`config.mk`:
```
export PLATFORM = sky130hd
export DESIGN_NAME = dmacc_channel
export DESIGN_NICKNAME = d
export VERILOG_FILES = /design/src/rtl/dmacc_pkg.sv /design/src/rtl/dmacc_channel.sv
export VERILOG_INCLUDE_DIRS = /design/src /design/src/rtl
export SDC_FILE = /design/constraint.sdc
export NUM_CORES = 1
export LEC_CHECK = 0
export BUFFER_PORTS_ARGS = -buffer_cell sky130_fd_sc_hd__buf_4
export CAP_MARGIN = 15
export CORE_ASPECT_RATIO = 0.6
export CORE_UTILIZATION = 30
export DETAILED_ROUTE_END_ITERATION = 16
export PLACE_DENSITY_LB_ADDON = 0.2
export SLEW_MARGIN = 20
export SYNTH_ARGS = -nofsm -noshare
export SYNTH_HDL_FRONTEND = slang
export SYNTH_SLANG_ARGS = --single-unit
```
`constraint.sdc`:
```
create_clock -name ref_clk -period 5.2 [get_ports ref_clk]
set_clock_uncertainty 0.15 [all_clocks]
set_input_delay 1.04 -clock ref_clk [delete_from_list [all_inputs] [get_ports ref_clk]]
set_output_delay 1.04 -clock ref_clk [all_outputs]
set_load 0.02 [all_outputs]
```
`src/rtl/dmacc_params.svh`:
```
// constants for the dma channel control and status block
`ifndef DMACC_PARAMS_SVH
`define DMACC_PARAMS_SVH

`define DMACC_IDX_CTRL   3'h0
`define DMACC_IDX_STAT   3'h1
`define DMACC_IDX_SRC    3'h2
`define DMACC_IDX_DST    3'h3
`define DMACC_IDX_CNT    3'h4

`define DMACC_CTRL_RST   16'h0000
`define DMACC_STAT_RST   16'h0000
`define DMACC_CNT_RST    16'h0001
`define DMACC_CTRL_WMASK 16'h07ff
`define DMACC_STAT_WMASK 16'h3ff9

`define DMACC_AM_INC     2'b01
`define DMACC_AM_DEC     2'b10
`define DMACC_TM_REPEAT  0
`define DMACC_TM_CONT    1

`define DMACC_STEP_BYTE  16'h0001
`define DMACC_STEP_WORD  16'h0002
`define DMACC_SFR_END    16'h07ff
`define DMACC_RAM_TOP    16'hffff
`define DMACC_LANE_WORD  2'b11
`define DMACC_LANE_LO    2'b01
`define DMACC_LANE_HI    2'b10

`endif

```
`src/rtl/dmacc_pkg.sv`:
```
// types for the dma channel control and status block
package dmacc_pkg;

    typedef struct packed {
        logic [4:0] pad_hi;
        logic       dummy_write_enable;
        logic       reload;
        logic       soft_request;
        logic [1:0] src_step_mode;
        logic [1:0] dst_step_mode;
        logic [1:0] transfer_mode_sel;
        logic       size_byte;
        logic       channel_on;
    } dmacc_ctrl_t;

    typedef struct packed {
        logic       buffer_pending_flag;
        logic       pad_14;
        logic [5:0] trigger_select;
        logic       upper_limit_flag;
        logic       lower_limit_flag;
        logic       complete_flag;
        logic       halfway_flag;
        logic       retrigger_flag;
        logic [1:0] pad_lo;
        logic       halfway_irq_enable;
    } dmacc_stat_t;

    typedef struct packed {
        logic        valid;
        logic        write;
        logic [15:0] addr;
        logic [1:0]  lanes;
        logic [15:0] wdata;
    } dmacc_dbus_req_t;

    typedef enum logic [2:0] {
        S_IDLE,
        S_READ,
        S_WRITE,
        S_DUMMY,
        S_CHECK
    } dmacc_state_t;

endpackage

```
`src/rtl/dmacc_channel.sv`:
```
// one dma channel: control, status flags, transfer sequencer, data buffer
`include "dmacc_params.svh"

// How it works
// - with dummy write on, each destination write is followed by a source write
// - reload bit restores pointers and counter at the start of the next run
// - repeated modes always restore pointers and counter at count zero
// - request bit starts transfers and clears itself when they complete
// - source step mode: indirect or fixed keep, decrement, increment by size
// - destination step mode uses the same encoding on the destination
// - transfer mode: repeated continuous, continuous, repeated one-shot, one-shot
// - size bit one means bytes, zero means words; words after reset
// - channel on bit enables the channel, clearing it disables it
// - pending flag is one from buffer load until its final write
// - six-bit select picks one of 64 trigger inputs
// - upper flag set on access above the upper limit or ram top
// - lower flag set on access below lower limit but above special range
// - complete flag one after completion; cleared when a new session starts
// - halfway flag set when the counter reaches half its start value
// - retrigger flag set on a trigger while still busy
// - halfway enable adds a halfway interrupt to the completion interrupt
// - software writes to flags never raise an interrupt
// - limits are checked with the access itself, not ahead of it
// - each transfer reads into the buffer, then writes it out
// - address bit 0 picks byte lane; words step by two, bytes by one
// - counter steps down by one per transfer whatever the size
// - counter holds one after reset
// - a hardware trigger sets the request bit like software does
// - one-shot and continuous modes switch the channel off at count zero
module dmacc_channel #(
    parameter int          BUF_WIDTH = 17,
    parameter int          BUF_DEPTH = 2,
    parameter logic [15:0] RAM_TOP   = `DMACC_RAM_TOP
) (
    input  wire logic                      ref_clk,
    input  wire logic                      rst,
    input  wire logic [2:0]                reg_sel,
    input  wire logic                      reg_wr,
    input  wire logic                      reg_rd,
    input  wire logic [15:0]               reg_wdata,
    output logic      [15:0]               reg_rdata,
    input  wire logic [15:0]               upper_limit_reg,
    input  wire logic [15:0]               lower_limit_reg,
    input  wire logic [63:0]               trig_in,
    output dmacc_pkg::dmacc_dbus_req_t     dbus_req,
    input  wire logic                      dbus_ack,
    input  wire logic [15:0]               dbus_rdata,
    output logic                           channel_irq
);
    import dmacc_pkg::*;

    localparam int PW = (BUF_DEPTH > 1) ? $clog2(BUF_DEPTH) : 1;

    dmacc_ctrl_t         ctrl;
    dmacc_stat_t         stat;
    dmacc_state_t        state;
    logic [15:0]         source_pointer;
    logic [15:0]         dest_pointer;
    logic [15:0]         transfer_counter;
    logic [15:0]         saved_src;
    logic [15:0]         saved_dst;
    logic [15:0]         saved_cnt;
    logic                reload_pending;
    logic                lim_abort;
    logic                trig_q;
    logic [BUF_WIDTH-1:0] data_holding_buffer [BUF_DEPTH];
    logic [PW-1:0]       wr_ptr;
    logic [PW-1:0]       rd_ptr;
    logic [PW:0]         fill;

    logic        wr_ctrl;
    logic        wr_stat;
    logic        wr_src;
    logic        wr_dst;
    logic        wr_cnt;
    logic        trig_now;
    logic        trig_edge;
    logic        busy;
    logic        restore_now;
    logic        issue;
    logic [15:0] issue_addr;
    logic [15:0] ea;
    logic        hi_hit;
    logic        lo_hit;
    logic        fifo_in_valid;
    logic        fifo_in_ready;
    logic        fifo_out_valid;
    logic        fifo_out_ready;
    logic [BUF_WIDTH-1:0] fifo_head;
    logic [BUF_WIDTH-1:0] fifo_in_data;
    logic [15:0] cnt_dec;
    logic [15:0] half_mark;
    logic        done_ev;
    logic        half_ev;
    logic        repeated;
    logic        continuous;

    assign wr_ctrl = reg_wr && (reg_sel == `DMACC_IDX_CTRL);
    assign wr_stat = reg_wr && (reg_sel == `DMACC_IDX_STAT);
    assign wr_src  = reg_wr && (reg_sel == `DMACC_IDX_SRC);
    assign wr_dst  = reg_wr && (reg_sel == `DMACC_IDX_DST);
    assign wr_cnt  = reg_wr && (reg_sel == `DMACC_IDX_CNT);

    assign repeated   = ctrl.transfer_mode_sel[`DMACC_TM_REPEAT];
    assign continuous = ctrl.transfer_mode_sel[`DMACC_TM_CONT];

    // word mode forces bit 0 low, byte mode keeps it
    function automatic logic [15:0] eff_addr(input logic [15:0] a,
                                             input logic        byte_sz);
        eff_addr = byte_sz ? a : {a[15:1], 1'b0};
    endfunction

    function automatic logic [15:0] step_addr(input logic [15:0] a,
                                              input logic [1:0]  mode,
                                              input logic        byte_sz);
        logic [15:0] st;
        st = byte_sz ? `DMACC_STEP_BYTE : `DMACC_STEP_WORD;
        case (mode)
            `DMACC_AM_INC: step_addr = eff_addr(a, byte_sz) + st;
            `DMACC_AM_DEC: step_addr = eff_addr(a, byte_sz) - st;
            default:       step_addr = a; // fixed or peripheral indirect
        endcase
    endfunction

    function automatic logic [1:0] lane_of(input logic [15:0] a,
                                           input logic        byte_sz);
        if (!byte_sz) begin
            lane_of = `DMACC_LANE_WORD;
        end else begin
            lane_of = a[0] ? `DMACC_LANE_HI : `DMACC_LANE_LO;
        end
    endfunction

    // trigger selection and edge detect
    assign trig_now  = trig_in[stat.trigger_select];
    assign trig_edge = trig_now && !trig_q;
    assign busy      = (state != S_IDLE) || ctrl.soft_request;

    always_ff @(posedge ref_clk) begin
        if (rst) begin
            trig_q <= 1'b0;
        end else begin
            trig_q <= trig_now;
        end
    end

    assign restore_now = (state == S_IDLE) && ctrl.channel_on &&
                         ctrl.soft_request && ctrl.reload &&
                         reload_pending;

    // next access address, checked as it goes out
    always_comb begin
        issue      = 1'b0;
        issue_addr = source_pointer;
        case (state)
            S_IDLE: begin
                issue = ctrl.channel_on && ctrl.soft_request &&
                        !restore_now && fifo_in_ready;
            end
            S_WRITE: begin
                issue      = !dbus_req.valid && fifo_out_valid;
                issue_addr = dest_pointer;
            end
            S_DUMMY: begin
                issue = !dbus_req.valid && fifo_out_valid;
            end
            default: begin
                issue = 1'b0;
            end
        endcase
    end

    assign ea     = eff_addr(issue_addr, ctrl.size_byte);
    assign hi_hit = issue && ((ea > upper_limit_reg) ||
                              (ea > RAM_TOP));
    assign lo_hit = issue && (ea < lower_limit_reg) &&
                    (ea > `DMACC_SFR_END);

    // two-entry data buffer between read and write phases
    assign fifo_in_valid  = (state == S_READ) && dbus_req.valid && dbus_ack;
    assign fifo_in_ready  = (fill != (PW+1)'(BUF_DEPTH));
    assign fifo_out_valid = (fill != '0);
    assign fifo_out_ready = dbus_req.valid && dbus_ack &&
                            (((state == S_WRITE) &&
                              !ctrl.dummy_write_enable) ||
                             (state == S_DUMMY));
    assign fifo_head      = data_holding_buffer[rd_ptr];
    assign fifo_in_data   = !ctrl.size_byte ? {1'b0, dbus_rdata} :
                            {1'b0, 8'h00, dbus_req.addr[0] ?
                             dbus_rdata[15:8] : dbus_rdata[7:0]};

    always_ff @(posedge ref_clk) begin
        if (fifo_in_valid && fifo_in_ready) begin
            data_holding_buffer[wr_ptr] <= fifo_in_data;
        end
    end

    always_ff @(posedge ref_clk) begin
        if (rst) begin
            wr_ptr <= '0;
            rd_ptr <= '0;
            fill   <= '0;
        end else begin
            if (fifo_in_valid && fifo_in_ready) begin
                wr_ptr <= (wr_ptr == PW'(BUF_DEPTH - 1)) ? '0 : wr_ptr + 1'b1;
            end
            if (fifo_out_valid && fifo_out_ready) begin
                rd_ptr <= (rd_ptr == PW'(BUF_DEPTH - 1)) ? '0 : rd_ptr + 1'b1;
            end
            fill <= fill + (PW+1)'(fifo_in_valid && fifo_in_ready)
                         - (PW+1)'(fifo_out_valid && fifo_out_ready);
        end
    end

    // transfer sequencer and data bus master
    always_ff @(posedge ref_clk) begin
        if (rst) begin
            state    <= S_IDLE;
            dbus_req <= '0;
        end else begin
            if (issue) begin
                dbus_req.valid <= 1'b1;
                dbus_req.write <= (state != S_IDLE);
                dbus_req.addr  <= ea;
                dbus_req.lanes <= lane_of(ea, ctrl.size_byte);
                dbus_req.wdata <= ctrl.size_byte ?
                                  {fifo_head[7:0], fifo_head[7:0]} :
                                  fifo_head[15:0];
            end else if (dbus_req.valid && dbus_ack) begin
                dbus_req.valid <= 1'b0;
            end
            case (state)
                S_IDLE: begin
                    if (issue) begin
                        state <= S_READ;
                    end
                end
                S_READ: begin
                    if (dbus_ack) begin
                        state <= S_WRITE;
                    end
                end
                S_WRITE: begin
                    if (dbus_req.valid && dbus_ack) begin
                        state <= ctrl.dummy_write_enable ? S_DUMMY
                                                         : S_CHECK;
                    end
                end
                S_DUMMY: begin
                    if (dbus_req.valid && dbus_ack) begin
                        state <= S_CHECK;
                    end
                end
                S_CHECK: begin
                    state <= S_IDLE;
                end
                default: begin
                    state <= S_IDLE;
                end
            endcase
        end
    end

    assign cnt_dec   = transfer_counter - 16'h0001;
    assign half_mark = {1'b0, saved_cnt[15:1]};
    assign done_ev   = (state == S_CHECK) && (cnt_dec == 16'h0000);
    assign half_ev   = (state == S_CHECK) && (cnt_dec == half_mark) &&
                       (half_mark != 16'h0000);

    // pointers, counter and their saved copies
    always_ff @(posedge ref_clk) begin
        if (rst) begin
            source_pointer   <= '0;
            dest_pointer     <= '0;
            transfer_counter <= `DMACC_CNT_RST;
            saved_src        <= '0;
            saved_dst        <= '0;
            saved_cnt        <= `DMACC_CNT_RST;
            reload_pending   <= 1'b0;
        end else begin
            if (state == S_CHECK) begin
                source_pointer   <= step_addr(source_pointer,
                                    ctrl.src_step_mode, ctrl.size_byte);
                dest_pointer     <= step_addr(dest_pointer,
                                    ctrl.dst_step_mode, ctrl.size_byte);
                transfer_counter <= cnt_dec;
                if (done_ev && repeated) begin
                    source_pointer   <= saved_src;
                    dest_pointer     <= saved_dst;
                    transfer_counter <= saved_cnt;
                end else if (done_ev) begin
                    reload_pending <= 1'b1;
                end
            end
            if (restore_now) begin
                source_pointer   <= saved_src;
                dest_pointer     <= saved_dst;
                transfer_counter <= saved_cnt;
                reload_pending   <= 1'b0;
            end
            if (wr_src) begin
                source_pointer <= reg_wdata;
                saved_src      <= reg_wdata;
            end
            if (wr_dst) begin
                dest_pointer <= reg_wdata;
                saved_dst    <= reg_wdata;
            end
            if (wr_cnt) begin
                transfer_counter <= reg_wdata;
                saved_cnt        <= reg_wdata;
                reload_pending   <= 1'b0;
            end
        end
    end

    always_ff @(posedge ref_clk) begin
        if (rst) begin
            lim_abort <= 1'b0;
        end else if (hi_hit || lo_hit) begin
            lim_abort <= 1'b1;
        end else if (state == S_CHECK) begin
            lim_abort <= 1'b0;
        end
    end

    // control register: hardware clears, then software, then trigger set
    always_ff @(posedge ref_clk) begin
        if (rst) begin
            ctrl <= `DMACC_CTRL_RST;
        end else begin
            if (state == S_CHECK) begin
                if (lim_abort) begin
                    ctrl.channel_on   <= 1'b0;
                    ctrl.soft_request <= 1'b0;
                end else if (done_ev) begin
                    ctrl.soft_request <= 1'b0;
                    if (!repeated) begin
                        ctrl.channel_on <= 1'b0;
                    end
                end else if (!continuous) begin
                    ctrl.soft_request <= 1'b0;
                end
            end
            if (wr_ctrl) begin
                ctrl <= reg_wdata & `DMACC_CTRL_WMASK;
            end
            if (trig_edge) begin
                ctrl.soft_request <= 1'b1;
            end
        end
    end

    // status flags: software writes first, hardware sets win
    always_ff @(posedge ref_clk) begin
        if (rst) begin
            stat <= `DMACC_STAT_RST;
        end else begin
            if (wr_stat) begin
                stat <= (reg_wdata & `DMACC_STAT_WMASK) |
                        {stat.buffer_pending_flag, 15'h0000};
            end
            if (wr_ctrl && reg_wdata[0] && !ctrl.channel_on) begin
                stat.complete_flag <= 1'b0;
            end
            if (fifo_in_valid && fifo_in_ready) begin
                stat.buffer_pending_flag <= 1'b1;
            end else if (fifo_out_valid && fifo_out_ready) begin
                stat.buffer_pending_flag <= 1'b0;
            end
            if (hi_hit) begin
                stat.upper_limit_flag <= 1'b1;
            end
            if (lo_hit) begin
                stat.lower_limit_flag <= 1'b1;
            end
            if (done_ev) begin
                stat.complete_flag <= 1'b1;
            end
            if (half_ev) begin
                stat.halfway_flag <= 1'b1;
            end
            if (trig_edge && busy) begin
                stat.retrigger_flag <= 1'b1;
            end
        end
    end

    // only hardware events reach the interrupt pulse
    always_ff @(posedge ref_clk) begin
        if (rst) begin
            channel_irq <= 1'b0;
        end else begin
            channel_irq <= done_ev ||
                           (half_ev && stat.halfway_irq_enable);
        end
    end

    always_ff @(posedge ref_clk) begin
        if (rst) begin
            reg_rdata <= 16'h0000;
        end else if (reg_rd) begin
            case (reg_sel)
                `DMACC_IDX_CTRL: reg_rdata <= ctrl;
                `DMACC_IDX_STAT: reg_rdata <= stat;
                `DMACC_IDX_SRC:  reg_rdata <= source_pointer;
                `DMACC_IDX_DST:  reg_rdata <= dest_pointer;
                `DMACC_IDX_CNT:  reg_rdata <= transfer_counter;
                default:         reg_rdata <= 16'h0000;
            endcase
        end
    end
endmodule

```
== Yosys cells after proc, flatten, opt, wreduce, memory -nomap -nowiden ==
Memory sizes are Yosys's and may differ from the RTL's. A register that Yosys moved wholly into a read port is not among the register bits.
Index checks and enable logic that the tools add are counted.
Word-level totals
  bits in read-only memories: 0
  bits of input ports: 136
  output and inout port bits: 53
  latch bits: 0
  memories: 1
  bits in writable memories: 32
  bits in registers: 186
  word-level logic and storage cells: 210
Cells by class
  shifts and indexed selects: 0
  reduce and logical (&&, ||, !) cells: 72
  bitwise gates (word level): 2
  magnitude comparators: 5
  div/mod/pow operators: 0
  multiplexer cells: 63
  eq/ne operators: 20
  $mul: 0
  add/sub/neg operators: 9
Memory list
  data_holding_buffer: depth 2, bits a word 16, read ports 1, clocked after Yosys merged registers in 1, wr ports 1, RTL line dmacc_channel.sv:66  | logic [BUF_WIDTH-1:0] data_holding_buffer [BUF_DEPTH];
Operators by type and width (count)
  16-bit two-way mux: 16
  16-bit case mux with 5 select lines: 1
  16-bit case mux with 2 select lines: 2
  16-bit by 2-bit adder with 16-bit output: 2
  1-bit logical AND: 32
  16-bit by 2-bit subtractor with 16-bit output: 2
  1-bit two-way mux: 31
  3-bit nonzero test: 8
  16-bit by 15-bit == test with 1-bit output: 1
  16-bit by 11-bit greater-than comparator with 1-bit output (second input constant): 1
  16-bit greater-than comparator: 1
  16-bit greater-than comparator (second input constant): 1
  16-bit zero test: 1
  16-bit less-than comparator: 1
  14-bit by 16-bit bitwise OR with 16-bit output: 1
  16-bit nonzero test: 1
  2-bit nonzero test: 8
  16-bit by 1-bit subtractor with 16-bit output (second input constant): 1
  3-bit two-way mux: 5
  3-bit by 2-bit == test with 1-bit output (second input constant): 4
  3-bit case mux with 4 select lines: 1
  2-bit != test (second input constant): 5
  5-bit nonzero test: 2
  9-bit two-way mux: 1
  23 further kinds: 42

== Logic depth before layout (Yosys ltp) ==
Gate-level depths: netlist of the first run.
  depth after elaboration: 13
  mapped depth: 16
  gate-level depth less buffers: 13

== Least setup slack after synthesis of the first run ==
Ideal clock, no wire load.
  path type: reg2reg
  from: reg state[1]
  to: reg lim_abort
  period minus slack after synthesis: 3.330 ns
  required time: 4.917 ns
  path buffers: 3
  stages on the path, launching flop included: 16
  library setup time: 0.133 ns
  data arrival time: 3.047 ns
  path slack: 1.870 ns
  path through: dfxtp_1 clkbuf_1 nor3b_1 clkbuf_1 clkbuf_1 mux2_2 ha_1 nor2b_1 o21ai_0 nand2b_1 a21oi_1 nor2b_1 o21ai_0 a211oi_1 o221ai_1 a31oi_1
On the way
  elaborated cells between the ends (all ways): 26
  those cells by class: order compare: 4; eq/ne: 3; mux: 4; reduce/logical: 15
RTL lines
  start, declared: RTL line dmacc_channel.sv:56  | dmacc_state_t state;
  start signal, assigned: RTL line dmacc_channel.sv:245  | state <= ctrl.dummy_write_enable ? S_DUMMY
  3-bit by 2-bit == test with 1-bit output (*): RTL line dmacc_channel.sv:155  | case (state)
  16-bit two-way mux (*): RTL line dmacc_channel.sv:155
  named net ea[1]: RTL line dmacc_channel.sv:82  | logic [15:0] ea;
  16-bit greater-than comparator, or another cell as far along: RTL line dmacc_channel.sv:174  | assign hi_hit = issue && ((ea > upper_limit_reg) ||
  1-bit logical OR / 1-bit logical AND (equally long branches): RTL line dmacc_channel.sv:174, dmacc_channel.sv:176
  1-bit logical AND (on tied branches): RTL line dmacc_channel.sv:174, dmacc_channel.sv:176
  1-bit logical OR (*): RTL line dmacc_channel.sv:320  | end else if (hi_hit || lo_hit) begin
  1-bit two-way mux / 2-bit nonzero test (equally long branches)
  end signal, assigned: RTL line dmacc_channel.sv:319  | lim_abort <= 1'b0;
  end signal, assigned: RTL line dmacc_channel.sv:321  | lim_abort <= 1'b1;
  end signal, assigned: RTL line dmacc_channel.sv:323  | lim_abort <= 1'b0;
  end, declared: RTL line dmacc_channel.sv:64  | logic lim_abort;
Mark *: on every way through the listed nets, which the timed path passes. The rest lies on a longest branch.
A chain may end at the register's enable or synchronous reset.

== Worst setup path in the final report of the first run ==
  from: reg transfer_counter[0]
  to: reg source_pointer[6]
On the way
  longest elaborated chain between the ends: 8
  elaborated cells between the ends (all ways): 10
  those cells by class: add/sub: 1; mux: 4; reduce/logical: 5
RTL lines
  start, declared: RTL line dmacc_channel.sv:59  | logic [15:0] transfer_counter;
  start signal, assigned: RTL line dmacc_channel.sv:275  | transfer_counter <= `DMACC_CNT_RST;
  start signal, assigned: RTL line dmacc_channel.sv:286  | transfer_counter <= cnt_dec;
  start signal, assigned: RTL line dmacc_channel.sv:290  | transfer_counter <= saved_cnt;
  16-bit by 1-bit subtractor with 16-bit output (*): RTL line dmacc_channel.sv:264  | assign cnt_dec = transfer_counter - 16'h0001;
  16-bit zero test (*): RTL line dmacc_channel.sv:266  | assign done_ev = (state == S_CHECK) && (cnt_dec == 16'h0000);
  1-bit logical AND (*): RTL line dmacc_channel.sv:266
  1-bit logical AND (*): RTL line dmacc_channel.sv:287  | if (done_ev && repeated) begin
  16-bit two-way mux: RTL line dmacc_channel.sv:287
  16-bit two-way mux: RTL line dmacc_channel.sv:281  | if (state == S_CHECK) begin
  16-bit two-way mux: RTL line dmacc_channel.sv:295  | if (restore_now) begin
  16-bit two-way mux: RTL line dmacc_channel.sv:301  | if (wr_src) begin
  end signal, assigned: RTL line dmacc_channel.sv:282  | source_pointer <= step_addr(source_pointer,
  end signal, assigned: RTL line dmacc_channel.sv:288  | source_pointer <= saved_src;
  end signal, assigned: RTL line dmacc_channel.sv:296  | source_pointer <= saved_src;
  end, declared: RTL line dmacc_channel.sv:57  | logic [15:0] source_pointer;
Every way passes the cells marked *; elsewhere a longest branch is shown, timed or not. The select of a mux whose other input is x is not followed.

==> results of run 1 <==
[area by class of cell]
cell class / instances / area, um2 / share of cell area
inverters: 53 / 199 / 0.0128
clock inverters: 11 / 159 / 0.0102
clock buffers: 29 / 629 / 0.0405
repair buffers: 208 / 1570 / 0.101
multi-input cells: 1153 / 7630 / 0.491
diodes: 2 / 5.00 / 0.000322
well taps: 570 / 713 / 0.0459
flip-flops and latches: 216 / 4650 / 0.299
[power groups by stage]
stage	clock, mW	sequential (mW)	combinational (mW)
finish	1.77	1.76	0.435
global route	1.88	1.76	0.472
CTS	1.81	1.76	0.431
detailed placement	0	1.80	0.429
global placement	0	1.80	0.425
floorplan	0	1.78	0.253
[cell families after synthesis]
logic type      Yosys count  share of synthesized area
buf+inv                 160                     0.0507
xor+xnor                 55                     0.0373
simple gates            567                      0.199
flops                   216                      0.360
fa+ha+maj                67                     0.0661
compound gates          381                      0.191
mux                      83                     0.0959
[worst max-delay path, stage by stage (launching register included)]
cell and delay [ns]:
dfxtp_1 0.44, inv_1 0.11, ha_1 0.36, nor4b_1 0.59, or3_1 0.21, nand3_1 0.13
and3_1 0.23, nand4_2 0.13, and2_2 0.80, buf_4 0.32, nand2_1 0.08, a311o_1 0.35
a21oi_1 0.14
[stage by stage]
stage	setup slack, ns	hold WS, ns	area, um2	util	std cells
finish	1.04	0.296	15500	0.369	2242
CTS	1.15	0.299	15500	0.369	2240
global placement	1.29	0.281	14800	0.350	2200
detailed placement	1.18	0.288	14800	0.350	2200
floorplan	1.87	0.264	12900	-	1529
global route	0.825	0.321	15500	0.369	2240
[worst max path at each step]
| stage | start | end | slack, ns | cells past startpoint |
|---|---|---|---|---|
| 3_5_place_dp | transfer_counter[0] | dest_pointer[8] | 1.18 | 12 |
| 5_1_grt | transfer_counter[0] | source_pointer[5] | 0.82 | 12 |
| 6_report | transfer_counter[0] | source_pointer[6] | 1.04 | 12 |
| 2_1_floorplan | state[1] | lim_abort | 1.87 | 15 |
| 4_1_cts | transfer_counter[0] | dest_pointer[8] | 1.15 | 12 |
| 3_3_place_gp | transfer_counter[0] | dest_pointer[8] | 1.29 | 12 |
[flip-flops by register name, indices dropped and copies added, names as in the netlist, 3 cells and up, named ones only]
register             cells
dbus_req                36
data_holding_buffer     32
dest_pointer            16
reg_rdata               16
saved_cnt               16
saved_dst               16
saved_src               16
source_pointer          16
transfer_counter        16
stat                    13
ctrl                    10
state                    3
[cell usage in the layout (no fill, tap or decap), types with 28 or more instances in the layout]
master    count
nand2_1     227
buf_4       207
dfxtp_1     183
a21oi_1     160
nor2_1      158
ha_1         65
inv_1        53
a211oi_1     47
o21ai_0      36
xnor2_1      35
nor3_1       35
edfxtp_1     32
mux4_2       30
mux2i_1      28
[routing by layer]
layer  vias to the layer above  global-route usage  wire length, um
met4                         0              0.0323              617
met5                         -                   0                0
met3                        41              0.0517             4160
met2                       405               0.277            18000
li1                       5755                   -                -
met1                      5777               0.325            23600
==> impl_metrics.tcl, run 1 <==
set metrics [dict create \
    layout_min_cycle_time_ns 4.16 \
    async_flop_share 0 \
    cts_setup_buffers 0 \
    critPathLaunchType "flop" \
    ff2ff_path_depth 12 \
    cts_sinks 216 \
    outcome "finished clean" \
    ir_worst_vdd_v 0.000216 \
    period_share 0.800 \
    hold_depth 2 \
    seq_power_share 0.444 \
    die_height_um 163 \
    fillers 4237 \
    synth_top_area_frac 0.285 \
    antenna_found_initial 1 \
    htreeDepth 1 \
    avgSynthCellArea_um2 8.44 \
    post-route-drc-count 0 \
    required_ns 5.51 \
    tightest_slew_ns 1.12 \
    power_mw 3.97 \
    drive_gt1_frac 0.195 \
    pwr-share-clk 0.447 \
    num_vias 11978 \
    path_max_fanout 42 \
    dp_hpwl_mm 34.7 \
    start_util 0.306 \
    cts_hold_buf 0 \
    synth-edff-count 32 \
    cts-root-buf "clkbuf_16" \
    clk_pin_slew_worst_paths_ns 0.07 \
    p_sw_mw 0.999 \
    clockBufferDepth 3 \
    synthFlopType "dfxtp_1" \
    fin_nets 1857 \
    hp-start "saved_cnt[0]" \
    holdCritPathClass "reg2reg" \
    setup_viol 0 \
    yosys.area.top_type "dfxtp_1" \
    p_leak_nw 6.21 \
    p_sw_frac 0.252 \
    ys_top_cells_by_count "nand2_1, dfxtp_1, a21oi_1" \
    area_growth_pct 20.4 \
    setup-tns-final_ns 0 \
    drt-pass1-iter-count 5 \
    wl_mm 46.3 \
    grt_max_degree 70 \
    post_drt_wl_per_cell_um 20.7 \
    hold_violations 0 \
    yosysSeqAreaShare 0.360 \
    grt_pass1_vias 11149 \
    relSlewSlack 0.252 \
    io_pins 189 \
    p_int_mw 2.97 \
    hold_end "saved_cnt[0]" \
    path_class "reg2reg" \
    port_buffers 188 \
    track_usage 0.206 \
    power_density_nw_per_um2 255 \
    cts_buffers 22 \
    grt_first_pass_wirelength_mm 69.9 \
    combPwrFrac 0.110 \
    rows 58 \
    r2r_start "transfer_counter[0]" \
    final-max-slew-violation-count 0 \
    netlist_instances 1529 \
    syn_nets 1732 \
    die_width_um 270 \
    first_iter_violations 1201 \
    syn_area_um2 12900 \
    coreArea_um2 42200 \
    gr-total-overflow 0 \
    viasPerCell 5.34 \
    synth-seq-cells 216 \
    crit_arrival_ns 4.47 \
    regToRegEndpoint "source_pointer[6]" \
    reg2reg_slack_ns 1.04 \
    clkLatencyLatePin_ns 0.53 \
    rsz0062_at_grt "false" \
    end_kind "flop" \
    ys_types 76 \
    fmax_mhz 241 \
    postCtsResizedCells 0 \
    synth_most_common_cell "nand2_1" \
    gp_congestion 0.938 \
    ys_warn_count 0 \
    dieArea_um2 43900 \
    synth_area_leaders "dfxtp_1, edfxtp_1, nand2_1" \
    antenna_left 0 \
    cts_tree "built" \
    maxCapViolCount 0 \
]
Power figures use the tool's default switching activity.
==> run 2: changes to the inputs <==
==> constraint.sdc (replaced) <==
create_clock -name ref_clk -period 3.6 [get_ports ref_clk]
set_clock_uncertainty 0.15 [all_clocks]
set_input_delay 0.72 -clock ref_clk [delete_from_list [all_inputs] [get_ports ref_clk]]
set_output_delay 0.72 -clock ref_clk [all_outputs]
set_load 0.02 [all_outputs]
==> run 2 against run 1 <==
Net effect:
- power grew 38%
- largest cell class unchanged
- combinational power grew 51%
- highest routed layer unchanged
- register-to-register slack lost 0.82 ns
==> impl_metrics.tcl, run 2 (synthesis results as in run 1) <==
set metrics [dict create \
    path_max_fanout 14 \
    p_int_mw 4.05 \
    r2r_start "ctrl[6]" \
    power_mw 5.49 \
    htreeDepth 1 \
    port_buffers 188 \
    diodes 0 \
    regToRegEndpoint "source_pointer[15]" \
    path_class "reg2reg" \
    first_iter_violations 1123 \
    io_pins 189 \
    drive_gt1_frac 0.208 \
    die_width_um 270 \
    max_stage_delay_ns 0.59 \
    combPwrFrac 0.119 \
    clk_pin_slew_worst_paths_ns 0.06 \
    required_ns 3.84 \
    drt-pass1-iter-count 5 \
    cp_top_family "compound AO/OA/AOI/OAI gates" \
    setup_viol 0 \
    holdCritPathClass "in2reg" \
    cts_tree "built" \
    final-max-slew-violation-count 0 \
    ir_worst_vdd_v 0.000237 \
    pwr-share-clk 0.419 \
    grt_max_degree 117 \
    tightest_slew_ns 1.04 \
    die_height_um 163 \
    regMostFlops "dbus_req" \
    fmax_mhz 296 \
    antenna_left 0 \
    critPathLaunchType "flop" \
    clockBufferDepth 3 \
    wl_mm 48.0 \
    rows 58 \
    cts_sinks 216 \
    end_kind "flop" \
    rsz0062_at_grt "false" \
    grt_pass1_vias 11361 \
    start_util 0.306 \
    crit_arrival_ns 3.61 \
    antenna_found_initial 6 \
    dieArea_um2 43900 \
    fin_nets 1891 \
    reg_top3 "dbus_req: 36 flops, data_holding_buffer: 32 flops" \
    track_usage 0.213 \
    hold_depth 2 \
    p_sw_frac 0.263 \
    gp_congestion 0.906 \
    layout_min_cycle_time_ns 3.37 \
    final_cell_mix "buf_4, nand2_1, dfxtp_1, nor2_1, a21oi_1" \
    largest_register_ffs 36 \
    dp_hpwl_mm 36.0 \
    hp-start "rst" \
    cts-root-buf "clkbuf_16" \
    fillers 4298 \
    p_sw_mw 1.45 \
    viasPerCell 5.33 \
    hold_end "saved_dst[4]" \
    reg2reg_slack_ns 0.23 \
    p_leak_nw 6.33 \
    utilization 0.374 \
    crit_slowest_cell "or4_1" \
    post_drt_wl_per_cell_um 21.1 \
    maxCapViolCount 0 \
    num_vias 12116 \
    area_growth_pct 22.2 \
    cts_hold_buf 0 \
    hold_violations 0 \
    gr-total-overflow 0 \
    power_density_nw_per_um2 348 \
    outcome "finished clean" \
    relSlewSlack 0.305 \
    layout_commonest_cell "buf_4" \
    timing.hold.ws_ns 0.279 \
    post-route-drc-count 0 \
    cts_buffers 23 \
    seq_power_share 0.462 \
    ff2ff_path_depth 13 \
    cp_num_buf_inv 2 \
    crit_top_cell "ha_1" \
    grt_first_pass_wirelength_mm 71.3 \
    period_share 0.937 \
    coreArea_um2 42200 \
    worstPathCellList "inv_1, ha_1, buf_4, ha_1, o21a_1, nor2_1, or4_1, a211o_1, a31oi_1, xnor2_1, nand2_1, a221oi_1, nor3_1" \
    clkLatencyLatePin_ns 0.54 \
]
[run 2: changes by cell type in the layout (fill, tap and decap cells not counted), moves of 3 or more]
cell       previous run  this run
buf_12                0         4
bufinv_16             4         0
buf_4               207       236
clkinv_2              6         1
clkbuf_8              1         4
clkbuf_1              4        10
[run 2: worst max-delay path by stage]
| stage | slack [ns] | from | to | cells past startpoint |
|---|---|---|---|---|
| after floorplan | 0.27 | state[1] | lim_abort | 15 |
| after global placement | -0.09 | transfer_counter[1] | channel_irq | 11 |
| after detailed placement | -0.12 | transfer_counter[1] | channel_irq | 11 |
| after CTS | 0.04 | transfer_counter[1] | channel_irq | 11 |
| after global routing | 0.02 | ctrl[6] | source_pointer[15] | 13 |
| final | 0.23 | ctrl[6] | source_pointer[15] | 13 |
[run 2: power groups by stage]
stage	Combinational, mW	Sequential (mW)	Clock (mW)
after global routing	0.711	2.54	2.45
final	0.656	2.54	2.30
after CTS	0.648	2.54	2.35
after global placement	0.638	2.59	0
after floorplan	0.365	2.57	0
after detailed placement	0.645	2.59	0
[run 2: what timing repair did]
item / 4_1_cts / 5_1_grt
setup buffers: 0 / 0
gates resized for setup: 1 / 5
setup endpoints to repair: 1 / 21
[run 2: per-stage QoR]
| step | cell area [um2] | std cells | setup TNS (ns) | setup WS, ns |
|---|---|---|---|---|
| after global placement | 15000 | 2233 | -0.0922 | -0.0922 |
| after CTS | 15700 | 2273 | 0 | 0.0438 |
| after detailed placement | 15000 | 2233 | -0.115 | -0.115 |
| after global routing | 15800 | 2273 | 0 | 0.0165 |
| final | 15800 | 2273 | 0 | 0.226 |
| after floorplan | 12900 | 1529 | 0 | 0.270 |
[run 2: final cells by class]
cell class / count / area (um2) / area share
Inverter: 53 / 199 / 0.0126
Multi-Input combinational cell: 1153 / 7660 / 0.486
Timing Repair Buffer: 241 / 1860 / 0.118
Sequential cell: 216 / 4640 / 0.295
Clock inverter: 3 / 21.3 / 0.00135
Tap cell: 570 / 713 / 0.0452
Clock buffer: 37 / 668 / 0.0424
[run 2: layer usage]
| layer | share of wire | vias to the layer above | global-route usage |
|---|---|---|---|
| met5 | 0 | - | 0 |
| met4 | 0.014 | 0 | 0.0346 |
| met3 | 0.078 | 46 | 0.0472 |
| met2 | 0.38 | 395 | 0.284 |
| met1 | 0.52 | 5853 | 0.341 |
| li1 | - | 5822 | - |
